--- config.mk ---
export PLATFORM = sky130hd
export DESIGN_NAME = tmr_top
export DESIGN_NICKNAME = d
export VERILOG_FILES = /design/src/rtl/tmr_pkg.sv /design/src/rtl/tmr_cnt_if.sv /design/src/rtl/tmr_counter.sv /design/src/rtl/tmr_top.sv
export VERILOG_INCLUDE_DIRS = /design/src /design/src/rtl
export SDC_FILE = /design/constraint.sdc
export NUM_CORES = 1
export LEC_CHECK = 0
export ABC_AREA = 1
export BUFFER_PORTS_ARGS = -buffer_cell sky130_fd_sc_hd__buf_2
export CAP_MARGIN = 20
export CORE_AREA = 5 5 108 150
export CTS_CLUSTER_DIAMETER = 150
export DETAILED_ROUTE_END_ITERATION = 8
export DIE_AREA = 0 0 113 155
export SETUP_SLACK_MARGIN = 0.02
export SYNTH_ARGS = -nofsm -noshare
export SYNTH_HDL_FRONTEND = slang
export SYNTH_SLANG_ARGS = --single-unit
--- constraint.sdc ---
create_clock -name CLK -period 2.1 [get_ports CLK]
set_clock_uncertainty 0.15 [all_clocks]
set_input_delay 0.105 -clock CLK [delete_from_list [all_inputs] [get_ports CLK]]
set_output_delay 0.105 -clock CLK [all_outputs]
set_load 0.1 [all_outputs]
--- src/rtl/tmr_params.svh ---
`ifndef TMR_PARAMS_SVH
`define TMR_PARAMS_SVH

// register indices; byte address is four times the index
`define TMR_IDX_CTRL 8'h88
`define TMR_IDX_MODE 8'h89
`define TMR_IDX_AUX 8'h8f
`define TMR_IDX_CNT0_LO 8'h90
`define TMR_IDX_CNT0_HI 8'h91
`define TMR_IDX_CNT1_LO 8'h92
`define TMR_IDX_CNT1_HI 8'h93
`define TMR_IDX_IRQ_STAT 8'h94
`define TMR_IDX_IRQ_CLR 8'h95
`define TMR_IDX_IRQ_EN 8'h96

// control register fields
`define TMR_CTRL_TF1 7
`define TMR_CTRL_TR1 6
`define TMR_CTRL_TF0 5
`define TMR_CTRL_TR0 4

// mode register fields
`define TMR_MODE_T1M1 5
`define TMR_MODE_T1M0 4
`define TMR_MODE_T0SEL 2
`define TMR_MODE_T0M1 1
`define TMR_MODE_T0M0 0
`define TMR_MODE_RMASK 8'h37

// auxiliary mode register field
`define TMR_AUX_T0_MODE_BIT2 0

// reset values
`define TMR_RST_CTRL 4'h0
`define TMR_RST_MODE 8'h00
`define TMR_RST_AUX 1'b0
`define TMR_RST_CNT 8'h00
`define TMR_RST_IRQ 2'h0

// mode 0 prescaler width and the top value of each counting byte
`define TMR_PRE_BITS 5
`define TMR_PRE_TOP 5'h1f
`define TMR_BYTE_TOP 8'hff

`endif

--- src/rtl/tmr_pkg.sv ---
package tmr_pkg;

  // counting modes after decoding the mode code
  typedef enum logic [5:0] {
    TMR_M13 = 6'b000001,
    TMR_M16 = 6'b000010,
    TMR_RELOAD = 6'b000100,
    TMR_SPLIT = 6'b001000,
    TMR_PWM = 6'b010000,
    TMR_HALT = 6'b100000
  } tmr_mode_t;

  // state of one timer channel
  typedef struct packed {
    logic [7:0] lo;
    logic [7:0] hi;
    logic ovf_lo;
    logic ovf_hi;
  } tmr_cnt_st_t;

  // state of the top level
  typedef struct packed {
    logic [1:0] rst_sync;
    logic tf1;
    logic tr1;
    logic tf0;
    logic tr0;
    logic [7:0] mode_reg;
    logic aux_bit;
    logic [1:0] irq_stat;
    logic [1:0] irq_en;
    logic pin_q;
    logic pin_prev;
    logic fall;
    logic [31:0] rdata;
  } tmr_top_st_t;

endpackage

--- src/rtl/tmr_cnt_if.sv ---
`timescale 1ns/1ps
interface tmr_cnt_if;
  tmr_pkg::tmr_mode_t mode;
  logic run_lo;
  logic run_hi;
  logic tick_lo;
  logic tick_hi;
  logic wr_lo;
  logic wr_hi;
  logic [7:0] wdata;
  logic [7:0] cnt_lo;
  logic [7:0] cnt_hi;
  logic ovf_lo;
  logic ovf_hi;

  // control side
  modport ctl (
    output mode, run_lo, run_hi, tick_lo, tick_hi, wr_lo, wr_hi, wdata,
    input cnt_lo, cnt_hi, ovf_lo, ovf_hi
  );

  // counter side
  modport cnt (
    input mode, run_lo, run_hi, tick_lo, tick_hi, wr_lo, wr_hi, wdata,
    output cnt_lo, cnt_hi, ovf_lo, ovf_hi
  );
endinterface

--- src/rtl/tmr_counter.sv ---
`timescale 1ns/1ps
`include "tmr_params.svh"
module tmr_counter (
  // clock and reset
  input wire logic clk,
  input wire logic rst_n,
  // control and count
  tmr_cnt_if.cnt bus
);

  tmr_pkg::tmr_cnt_st_t st_ff;
  tmr_pkg::tmr_cnt_st_t nxt_st;

  // next count per mode, then software writes override the byte written
  always_comb begin
    nxt_st = st_ff;
    nxt_st.ovf_lo = 1'b0;
    nxt_st.ovf_hi = 1'b0;
    unique case (bus.mode)
      tmr_pkg::TMR_M13: begin
        if (bus.run_lo && bus.tick_lo) begin
          nxt_st.lo[`TMR_PRE_BITS-1:0] = st_ff.lo[`TMR_PRE_BITS-1:0] + 5'h01;
          if (st_ff.lo[`TMR_PRE_BITS-1:0] == `TMR_PRE_TOP) begin
            nxt_st.hi = st_ff.hi + 8'h01;
            nxt_st.ovf_lo = (st_ff.hi == `TMR_BYTE_TOP);
          end
        end
      end
      tmr_pkg::TMR_M16: begin
        if (bus.run_lo && bus.tick_lo) begin
          {nxt_st.hi, nxt_st.lo} = {st_ff.hi, st_ff.lo} + 16'h0001;
          nxt_st.ovf_lo = ({st_ff.hi, st_ff.lo} == 16'hffff);
        end
      end
      tmr_pkg::TMR_RELOAD, tmr_pkg::TMR_PWM: begin
        if (bus.run_lo && bus.tick_lo) begin
          if (st_ff.lo == `TMR_BYTE_TOP) begin
            nxt_st.lo = st_ff.hi;
            nxt_st.ovf_lo = 1'b1;
          end else begin
            nxt_st.lo = st_ff.lo + 8'h01;
          end
        end
      end
      tmr_pkg::TMR_SPLIT: begin
        if (bus.run_lo && bus.tick_lo) begin
          nxt_st.lo = st_ff.lo + 8'h01;
          nxt_st.ovf_lo = (st_ff.lo == `TMR_BYTE_TOP);
        end
        if (bus.run_hi && bus.tick_hi) begin
          nxt_st.hi = st_ff.hi + 8'h01;
          nxt_st.ovf_hi = (st_ff.hi == `TMR_BYTE_TOP);
        end
      end
      tmr_pkg::TMR_HALT: begin
        nxt_st.lo = st_ff.lo;
      end
      default: begin
        nxt_st.lo = st_ff.lo;
      end
    endcase
    if (bus.wr_lo) begin
      nxt_st.lo = bus.wdata;
    end
    if (bus.wr_hi) begin
      nxt_st.hi = bus.wdata;
    end
  end

  // state register
  always_ff @(posedge clk or negedge rst_n) begin
    if (!rst_n) begin
      st_ff <= '{lo: `TMR_RST_CNT, hi: `TMR_RST_CNT, ovf_lo: 1'b0, ovf_hi: 1'b0};
    end else begin
      st_ff <= nxt_st;
    end
  end

  // outputs straight from the state register
  assign bus.cnt_lo = st_ff.lo;
  assign bus.cnt_hi = st_ff.hi;
  assign bus.ovf_lo = st_ff.ovf_lo;
  assign bus.ovf_hi = st_ff.ovf_hi;

endmodule // tmr_counter

--- src/rtl/tmr_top.sv ---
// Implementation choice: the APB interface to the registers.
`timescale 1ns/1ps
`include "tmr_params.svh"
module tmr_top (
  // clock and reset
  input wire logic CLK,
  input wire logic NRST,
  // apb slave
  input wire logic PSEL,
  input wire logic PENABLE,
  input wire logic PWRITE,
  input wire logic [11:0] PADDR,
  input wire logic [31:0] PWDATA,
  output logic [31:0] PRDATA,
  output logic PREADY,
  output logic PSLVERR,
  // external count input of timer 0
  input wire logic EXT_COUNT_PIN,
  // interrupt service acknowledge, one bit per timer
  input wire logic [1:0] INT_ACK,
  // overflow flags and interrupt
  output logic [1:0] OVF_FLAG,
  output logic TIMER_IRQ
);

  tmr_pkg::tmr_top_st_t st_ff;
  tmr_pkg::tmr_top_st_t nxt_st;
  logic rst_n;
  logic [7:0] idx;
  logic legal;
  logic mapped;
  logic wr_en;
  logic [7:0] wbyte;
  logic t0_split;
  logic [1:0] ovf_evt;
  logic [2:0] t0_code;
  logic [2:0] t1_code;

  tmr_cnt_if cif[2] ();

  // value of every state bit under reset; pin samples start at the idle high level
  localparam tmr_pkg::tmr_top_st_t ST_RST = '{
    rst_sync: 2'b00,
    tf1: 1'b0,
    tr1: 1'b0,
    tf0: 1'b0,
    tr0: 1'b0,
    mode_reg: `TMR_RST_MODE,
    aux_bit: `TMR_RST_AUX,
    irq_stat: `TMR_RST_IRQ,
    irq_en: `TMR_RST_IRQ,
    pin_q: 1'b1,
    pin_prev: 1'b1,
    fall: 1'b0,
    rdata: 32'h0000_0000
  };

  // the rest of the block leaves reset two edges after the pin is released
  assign rst_n = st_ff.rst_sync[1];

  // mode code to counting mode
  function automatic tmr_pkg::tmr_mode_t dec_mode(input logic is_t0, input logic [2:0] code);
    tmr_pkg::tmr_mode_t m;
    m = tmr_pkg::TMR_HALT;
    case (code)
      3'h0: m = tmr_pkg::TMR_M13;
      3'h1: m = tmr_pkg::TMR_M16;
      3'h2: m = tmr_pkg::TMR_RELOAD;
      3'h3: m = is_t0 ? tmr_pkg::TMR_SPLIT : tmr_pkg::TMR_HALT;
      3'h6: m = tmr_pkg::TMR_PWM;
      default: m = tmr_pkg::TMR_HALT;
    endcase
    return m;
  endfunction

  // address decode; only whole aligned words inside the low 1 kB
  assign idx = PADDR[9:2];
  assign legal = (PADDR[1:0] == 2'h0) && (PADDR[11:10] == 2'h0);
  always_comb begin
    mapped = 1'b0;
    if (legal) begin
      case (idx)
        `TMR_IDX_CTRL, `TMR_IDX_MODE, `TMR_IDX_AUX: mapped = 1'b1;
        `TMR_IDX_CNT0_LO, `TMR_IDX_CNT0_HI: mapped = 1'b1;
        `TMR_IDX_CNT1_LO, `TMR_IDX_CNT1_HI: mapped = 1'b1;
        `TMR_IDX_IRQ_STAT, `TMR_IDX_IRQ_CLR, `TMR_IDX_IRQ_EN: mapped = 1'b1;
        default: mapped = 1'b0;
      endcase
    end
  end
  assign wr_en = PSEL && PENABLE && PWRITE && mapped;
  assign wbyte = PWDATA[7:0];

  // zero-wait answer, error on unmapped access
  assign PREADY = 1'b1;
  assign PSLVERR = PSEL && PENABLE && !mapped;
  assign PRDATA = st_ff.rdata;

  // mode codes of both timers
  assign t0_code = {st_ff.aux_bit, st_ff.mode_reg[`TMR_MODE_T0M1],
                    st_ff.mode_reg[`TMR_MODE_T0M0]};
  assign t1_code = {1'b0, st_ff.mode_reg[`TMR_MODE_T1M1], st_ff.mode_reg[`TMR_MODE_T1M0]};
  assign t0_split = (cif[0].mode == tmr_pkg::TMR_SPLIT);

  // timer 0: own run bit, pin edges or clock; split high byte borrows timer 1 run bit
  assign cif[0].mode = dec_mode(1'b1, t0_code);
  assign cif[0].run_lo = st_ff.tr0;
  assign cif[0].run_hi = st_ff.tr1;
  assign cif[0].tick_lo = st_ff.mode_reg[`TMR_MODE_T0SEL] ? st_ff.fall : 1'b1;
  assign cif[0].tick_hi = 1'b1;
  assign cif[0].wr_lo = wr_en && (idx == `TMR_IDX_CNT0_LO);
  assign cif[0].wr_hi = wr_en && (idx == `TMR_IDX_CNT0_HI);
  assign cif[0].wdata = wbyte;

  // timer 1: timer function only
  assign cif[1].mode = dec_mode(1'b0, t1_code);
  assign cif[1].run_lo = st_ff.tr1;
  assign cif[1].run_hi = 1'b0;
  assign cif[1].tick_lo = 1'b1;
  assign cif[1].tick_hi = 1'b0;
  assign cif[1].wr_lo = wr_en && (idx == `TMR_IDX_CNT1_LO);
  assign cif[1].wr_hi = wr_en && (idx == `TMR_IDX_CNT1_HI);
  assign cif[1].wdata = wbyte;

  // one counter per timer
  for (genvar g = 0; g < 2; g++) begin : g_tmr
    tmr_counter u_cnt (
      .clk(CLK),
      .rst_n(rst_n),
      .bus(cif[g])
    );
  end

  // overflow events; split timer 0 takes over timer 1's flag
  assign ovf_evt[0] = cif[0].ovf_lo;
  assign ovf_evt[1] = t0_split ? cif[0].ovf_hi : cif[1].ovf_lo;

  // next state: registers, flags, pin sampling and read data
  always_comb begin
    nxt_st = st_ff;
    // pin sampled each cycle; edge counted in the cycle after detection
    nxt_st.pin_q = EXT_COUNT_PIN;
    nxt_st.pin_prev = st_ff.pin_q;
    nxt_st.fall = st_ff.pin_prev && !st_ff.pin_q;
    // control register writes; run bits only gate, never clear counts
    if (wr_en && (idx == `TMR_IDX_CTRL)) begin
      nxt_st.tf1 = wbyte[`TMR_CTRL_TF1];
      nxt_st.tr1 = wbyte[`TMR_CTRL_TR1];
      nxt_st.tf0 = wbyte[`TMR_CTRL_TF0];
      nxt_st.tr0 = wbyte[`TMR_CTRL_TR0];
    end
    // service acknowledge clears, hardware set wins over any clear
    if (INT_ACK[0]) begin
      nxt_st.tf0 = 1'b0;
    end
    if (INT_ACK[1]) begin
      nxt_st.tf1 = 1'b0;
    end
    if (ovf_evt[0]) begin
      nxt_st.tf0 = 1'b1;
    end
    if (ovf_evt[1]) begin
      nxt_st.tf1 = 1'b1;
    end
    // mode registers
    if (wr_en && (idx == `TMR_IDX_MODE)) begin
      nxt_st.mode_reg = wbyte & `TMR_MODE_RMASK;
    end
    if (wr_en && (idx == `TMR_IDX_AUX)) begin
      nxt_st.aux_bit = wbyte[`TMR_AUX_T0_MODE_BIT2];
    end
    // sticky interrupt status with write-one-to-clear, set wins
    if (wr_en && (idx == `TMR_IDX_IRQ_CLR)) begin
      nxt_st.irq_stat = st_ff.irq_stat & ~wbyte[1:0];
    end
    nxt_st.irq_stat = nxt_st.irq_stat | ovf_evt;
    if (wr_en && (idx == `TMR_IDX_IRQ_EN)) begin
      nxt_st.irq_en = wbyte[1:0];
    end
    // read data captured in the setup cycle
    if (PSEL && !PENABLE && !PWRITE) begin
      nxt_st.rdata = 32'h0000_0000;
      if (legal) begin
        case (idx)
          `TMR_IDX_CTRL: nxt_st.rdata[7:4] = {st_ff.tf1, st_ff.tr1, st_ff.tf0, st_ff.tr0};
          `TMR_IDX_MODE: nxt_st.rdata[7:0] = st_ff.mode_reg;
          `TMR_IDX_AUX: nxt_st.rdata[0] = st_ff.aux_bit;
          `TMR_IDX_CNT0_LO: nxt_st.rdata[7:0] = cif[0].cnt_lo;
          `TMR_IDX_CNT0_HI: nxt_st.rdata[7:0] = cif[0].cnt_hi;
          `TMR_IDX_CNT1_LO: nxt_st.rdata[7:0] = cif[1].cnt_lo;
          `TMR_IDX_CNT1_HI: nxt_st.rdata[7:0] = cif[1].cnt_hi;
          `TMR_IDX_IRQ_STAT: nxt_st.rdata[1:0] = st_ff.irq_stat;
          `TMR_IDX_IRQ_EN: nxt_st.rdata[1:0] = st_ff.irq_en;
          default: nxt_st.rdata = 32'h0000_0000;
        endcase
      end
    end
    // held in reset until the synchroniser output rises; the synchroniser shifts in ones
    if (!rst_n) begin
      nxt_st = ST_RST;
    end
    nxt_st.rst_sync = {st_ff.rst_sync[0], 1'b1};
  end

  // state register; the pin clears it at once, one process drives the whole struct
  always_ff @(posedge CLK or negedge NRST) begin
    if (!NRST) begin
      st_ff <= ST_RST;
    end else begin
      st_ff <= nxt_st;
    end
  end

  // flags and interrupt out
  assign OVF_FLAG = {st_ff.tf1, st_ff.tf0};
  assign TIMER_IRQ = |(st_ff.irq_stat & st_ff.irq_en);

endmodule // tmr_top
Word-level counts from Yosys, hierarchy flattened
Cells that the tools add are included.

Multiplexer cells: 55. Add/subtract/negate cells: 8. Reduce and logical (&&, ||, !) cells: 42. Equality and inequality tests: 56. Bitwise operators: 4.

Operator list (count): $eq 8x8->1 const B (14); $mux 8 (13); $mux 52 (1); $pmux 5 s4 (2); $mux 17 (2); $add 16x1->16 const B (2); $add 8x1->8 const B (4); $eq 16x16->1 const B (2); $mux 32 (1); $pmux 6 s5 (1); $mux 14 (2); $ne 3x2->1 const B (8); $pmux 4 s6 (1); $pmux 8 s3 (1); $logic_and 1x1->1 (18); $mux 9 (2); $ne 3x3->1 const B (6); $pmux 3 s3 (2); $pmux 6 s3 (1); $mux 1 (17); $pmux 8 s2 (1); $reduce_and 5->1 (3); $eq 6x1->1 const B (2); $eq 6x2->1 const B (2); other kinds (31) (57).

Logic and storage cells: 187. Register bits after elaboration: 89. Input bits: 52. Output and inout bits: 37.

Depth between registers and ports, before layout
Depth in word-level cells: 10. Depth in mapped cells: 14. Mapped depth without buffers: 13.

Hierarchy
From an unflattened synthesis, not the netlist that was laid out.

Cell total of the unflattened synthesis: 932. Area, all modules: 5925.7 µm².

By module, submodules not included: tmr_counter (cells each 310, instances 2, area an instance 1905.6 µm², sequential area each 450.4 µm²); tmr_top (cells each 312, instances 1, area an instance 2114.5 µm², sequential area each 678.2 µm²).

Least setup slack after synthesis
OpenSTA, ideal clock, no wires.

Path type: flip-flop to output port. Start: register st_ff[38] (netlist name). End: output port TIMER_IRQ. Path buffers: 0. Setup slack: -0.649 ns. Required time: 1.845 ns. Stages on the path, launching flop included: 3. Arrival time: 2.494 ns. Cells stage by stage: dfrtp_1 inv_1 o21ai_0.

Longest elaborated chain between the ends: 2.

RTL lines: from (decl) (line tmr_top.sv:26) `tmr_pkg::tmr_top_st_t st_ff;`; from (signal assigned) (line tmr_top.sv:210) `st_ff <= nxt_st;`; $and 2x2->2 (line tmr_top.sv:216) `assign TIMER_IRQ = |(st_ff.irq_stat & st_ff.irq_en);`; $reduce_or 2->1 (line tmr_top.sv:216); to (decl) (line tmr_top.sv:23) `output logic TIMER_IRQ`.

Every way passes these cells.

Worst setup path after layout
Start: register g_tmr[0].u_cnt.st_ff, in the netlist g_tmr[0].u_cnt.bus.cnt_lo[0]. End: register g_tmr[0].u_cnt.st_ff, in the netlist g_tmr[0].u_cnt.bus.cnt_hi[0].

Longest elaborated chain between the ends: 4. Elaborated cells on any way between the ends: 7. Those cells by class: add/sub (1); eq/ne (2); mux (3); reduce/logical (1).

RTL lines: from (decl) (line tmr_counter.sv:11) `tmr_pkg::tmr_cnt_st_t st_ff;`; from (signal assigned) (line tmr_counter.sv:73) `` st_ff <= '{lo: `TMR_RST_CNT, hi: `TMR_RST_CNT, ovf_lo: 1'b0, ovf_hi: 1'b0}; ``; from (signal assigned) (line tmr_counter.sv:75) `st_ff <= nxt_st;`; $add 16x1->16 (line tmr_counter.sv:31) `{nxt_st.hi, nxt_st.lo} = {st_ff.hi, st_ff.lo} + 16'h0001;`; $mux 17 (line tmr_counter.sv:30) `if (bus.run_lo && bus.tick_lo) begin`; $pmux 8 s3 (line tmr_counter.sv:19) `unique case (bus.mode)`; $mux 8 (line tmr_counter.sv:65) `if (bus.wr_hi) begin`.

Parallel ways exist; a longest one is shown, timed or not. The select of a mux whose other input is x is not followed. A chain may end at the register's enable or synchronous reset.

==> impl_results.md <==
- Synth Area in Compound Gates: 13.3%
- Period utilization: 91.9%
- Antenna Nets Post-Route: 0
- WHS Endpoint: g_tmr[1].u_cnt.bus.cnt_lo[1]$_DFFE_PN0P_
- Hold Path Origin: PWDATA[1]
- Worst path cell trace: ha_2 -> nand2_2 -> nor2_2 -> ha_2 -> a21boi_2 -> buf_4 -> o21ai_1 -> o21ai_1 -> a21oi_1 -> a21oi_1 -> nor2_1 -> nor2_1
- Number of flops mapped to enable cells by yosys: 0
- Final number of setup-violating endpoints: 0
- Vias per cell: 4.92
- R2r startpoint: g_tmr[0].u_cnt.bus.cnt_lo[0]$_DFFE_PN0P_
- Unique masters post-synth: 44
- Total design power: 3080 uW
- ANT cells: 0
- Slew headroom: 59.2%
- Combinational power share: 14.0%
- Clk pwr share: 46.6%
- Total number of vias: 5122
- Fill cell count: 1586
- Post-layout min period: 1.93 ns
- CP max stage cell: dfrtp_1
- Non-Filler Instances: 1041
- DRT Pass-1 Iters: 4
- Post-Synth Adder-Cell Area: 2.48%
- RSZ-0062 raised after global routing: no
- Clk pin slew, worst setup/hold paths: 0.06 ns
- Fin util: 40.3%
- Largest family of logic cells by synthesized area: simple AND/OR/NAND/NOR gates
- Slew @ Worst Pin: 0.611 ns
- Share of cells above drive strength 1: 16.0%
- Die height: 155 um
- Mux cell area share after synthesis: 0.199%
- Mapped cell area: 0.00504 sq mm
- Area occupied by registers: 0.00156 sq mm
- P_sw: 965 uW
- Largest fanout on the critical path: 2
- Primary FF master, synth: dfrtp_1
- CTS Root Buffer Type: clkbuf_16
- Inst Count DP: 1015
- Clock Sinks: 62
- Power density cells: 517 mW/mm^2
- Hold depth: 3
- Post-DP HPWL: 12700 um
- Vias in the first global route: 4973
- Slew Viols, Final: 0
- Number of synthesized register bits: 62
- Worst vdd ir: 0.000282 V
- Final net count: 906
- H-tree levels: 3
- Global-route wire length before repair: 25700 um
- Latest clock arrival within the worst-skew pair: 0.34 ns
- WP buf/inv: 1
- Routed wire length: 16100 um
- Initial antenna violation count: 0
- Fmax: 0.518 GHz
- Slowest Stage Delay on Critical Path: 0.38 ns
- DRC viols: 0
- TritonCTS clock tree: done
- Hold Slack: 0.00777 ns
- Die span in x: 113 um
- Worst Path Required: 2.17 ns
- Largest net degree at the start of global routing: 30
- Crit path depth: 12
- Startpoint types: register
- Num rows: 53
- Cells after synthesis: 770
- Net Sw Frac: 31.3%
- Initial Util: 34.1%
- Final Hold Fails: 0
- Total track usage: 18.7%
- # IOs: 89
- Initial DRC count: 355
- Post-synthesis xor/xnor area fraction: 2.61%
- Status: finished clean
- Simple-gate share of the synthesized area: 35.6%
- Async SR Flop Fraction: 100%
- Top cells by instance count after synthesis: 232 x nand2_1, 107 x inv_1, 71 x nor2_1, 60 x dfrtp_1, 58 x nand3_1
- Wire per inst: 15.4 um
- Max cap viols: 0
- GRT overflow: 0
- Seq/Total Area, Yosys: 30.8%
- YS warnings: 0
- Count leader, synth: nand2_1
- Reg-to-reg slack, setup: 0.17 ns
- Reg2Reg Depth: 12
- Core region area: 0.0148 sq mm
- Die area: 0.0175 sq mm
- Port Buffers: 39
- Leakage power: 0.00298 uW
- Internal power: 2110 uW
- Setup crit end kind: register
- Area of the multi-input gates: 0.00289 sq mm
- Reg-to-Reg End: g_tmr[0].u_cnt.bus.cnt_hi[0]$_DFFE_PN0P_
- RePlAce Congestion: 0.905
- Layout overhead on the synthesized area: 18.1%
- Clk buf depth: 2
- Sequential Power Share: 39.4%
- Crit path max-delay family: compound AO/OA/AOI/OAI gates
- Main area contributors after synthesis: dfrtp_1 30%, nand2_1 17%, inv_1 8.0%
- Num CTS Buffers: 9
- Syn Area/Cell: 6.55 sq um
- Top cell type's share of synthesized area: 29.8%
- Hold crit path type: input port to register
- Post-synth top area cell: dfrtp_1
- Worst endpoint data arrival time: 2.00 ns
- Crit Path Class: register to register
==> registers in the layout, summed over array words and instances, names as in the netlist, 2 cells and up <==
register	flops
g_tmr.u_cnt.bus.cnt_lo	16
OVF_FLAG	2
PRDATA	8
st_ff	13
g_tmr.u_cnt.bus.cnt_hi	16
g_tmr.u_cnt.bus.ovf_lo	2
==> cell usage in the layout, fill, tap and decap left out, types with 5 or more instances in the layout <==
master and n:
dfrtp_1 59, o22ai_1 21, conb_1 26, o21ai_0 40
dlygate4sd3_1 9, nor2_2 6, nor3_1 5, clkbuf_16 9
ha_1 6, a21oi_1 22, nor2_1 68, buf_2 38
o211ai_1 5, xor2_1 12, nand2_2 7, inv_1 107
o21ai_1 14, nand4_1 13, nand2_1 229, inv_2 6
buf_4 34, nand3_1 58
==> power groups by stage <==
stage / Sequential [uW] / Combinational (uW) / Clock [uW]
2_1_floorplan: 1240 / 335 / 0
3_3_place_gp: 1230 / 417 / 0
3_5_place_dp: 1230 / 417 / 0
4_1_cts: 1210 / 431 / 1460
5_1_grt: 1210 / 458 / 1510
6_report: 1210 / 431 / 1430
==> how the worst max path moves through the flow <==
| stage | from | slack [ns] | to |
|---|---|---|---|
| after global placement | g_tmr[0].u_cnt.bus.cnt_lo[0]$_DFFE_PN0P_ | 0.01 | g_tmr[0].u_cnt.bus.cnt_hi[3]$_DFFE_PN0P_ |
| after detailed placement | g_tmr[0].u_cnt.bus.cnt_lo[0]$_DFFE_PN0P_ | -0.009 | g_tmr[0].u_cnt.bus.cnt_hi[7]$_DFFE_PN0P_ |
| final | g_tmr[0].u_cnt.bus.cnt_lo[0]$_DFFE_PN0P_ | 0.17 | g_tmr[0].u_cnt.bus.cnt_hi[0]$_DFFE_PN0P_ |
| after floorplan | PADDR[8] | 0.08 | PSLVERR |
| after global routing | g_tmr[1].u_cnt.bus.cnt_lo[1]$_DFFE_PN0P_ | 0.02 | g_tmr[1].u_cnt.bus.cnt_hi[4]$_DFFE_PN0P_ |
| after CTS | g_tmr[0].u_cnt.bus.cnt_lo[0]$_DFFE_PN0P_ | 0.05 | g_tmr[0].u_cnt.bus.cnt_hi[3]$_DFFE_PN0P_ |
==> repair_timing <==
item | in CTS | in global routing
pin swaps | 0 | 1
setup endpoints to repair | 7 | 25
hold buffers | 9 | 0
hold endpoints to repair | 44 | 0
resized for setup | 2 | 21
setup buffers | 0 | 1
gates cloned | 0 | 0
==> worst reg2reg max path: stages (launching register included) <==
cell and delay (ns):
dfrtp_1 0.38, ha_2 0.20, nand2_2 0.08, nor2_2 0.05, ha_2 0.18, a21boi_2 0.16
buf_4 0.14, o21ai_1 0.10, o21ai_1 0.07, a21oi_1 0.11, a21oi_1 0.05, nor2_1 0.11
nor2_1 0.05
==> layer usage <==
metal | GRT usage (%) | share of wire [%] | up-vias
met4 | 10.5 | 4.9 | 0
met2 | 32.4 | 50 | 149
met3 | 2.33 | 4.8 | 45
met1 | 22.1 | 40 | 2355
li1 | - | - | 2573
met5 | 0 | 0 | -
==> per-stage QoR <==
stage          worst slack [ns]  TNS (ns)  area [sq um]
2_1_floorplan            0.0781         0          5130
3_3_place_gp             0.0103         0          5520
3_5_place_dp           -0.00921  -0.00921          5520
4_1_cts                  0.0538         0          5900
5_1_grt                  0.0166         0          5950
6_report                  0.169         0          5950
==> layout make-up <==
type                    instances  share of cell area (%)
clock buffers                  10                    4.01
clock inverters                 6                   0.736
inverters                     114                    7.23
multi-input cells             575                    48.5
flip-flops and latches         62                    26.1
well taps                     192                    4.04
repair buffers                 82                    9.33
==> cell families (layout without fill, tap and decap cells) <==
group,count (synthesis),in the layout
simple gates,405,405
buf+inv,157,212
flops,62,62
mux,1,1
compound gates,118,118
xor+xnor,15,15
fa+ha+maj,10,10
other cells,2,26
No activity file was read; power rests on OpenSTA's default activity.
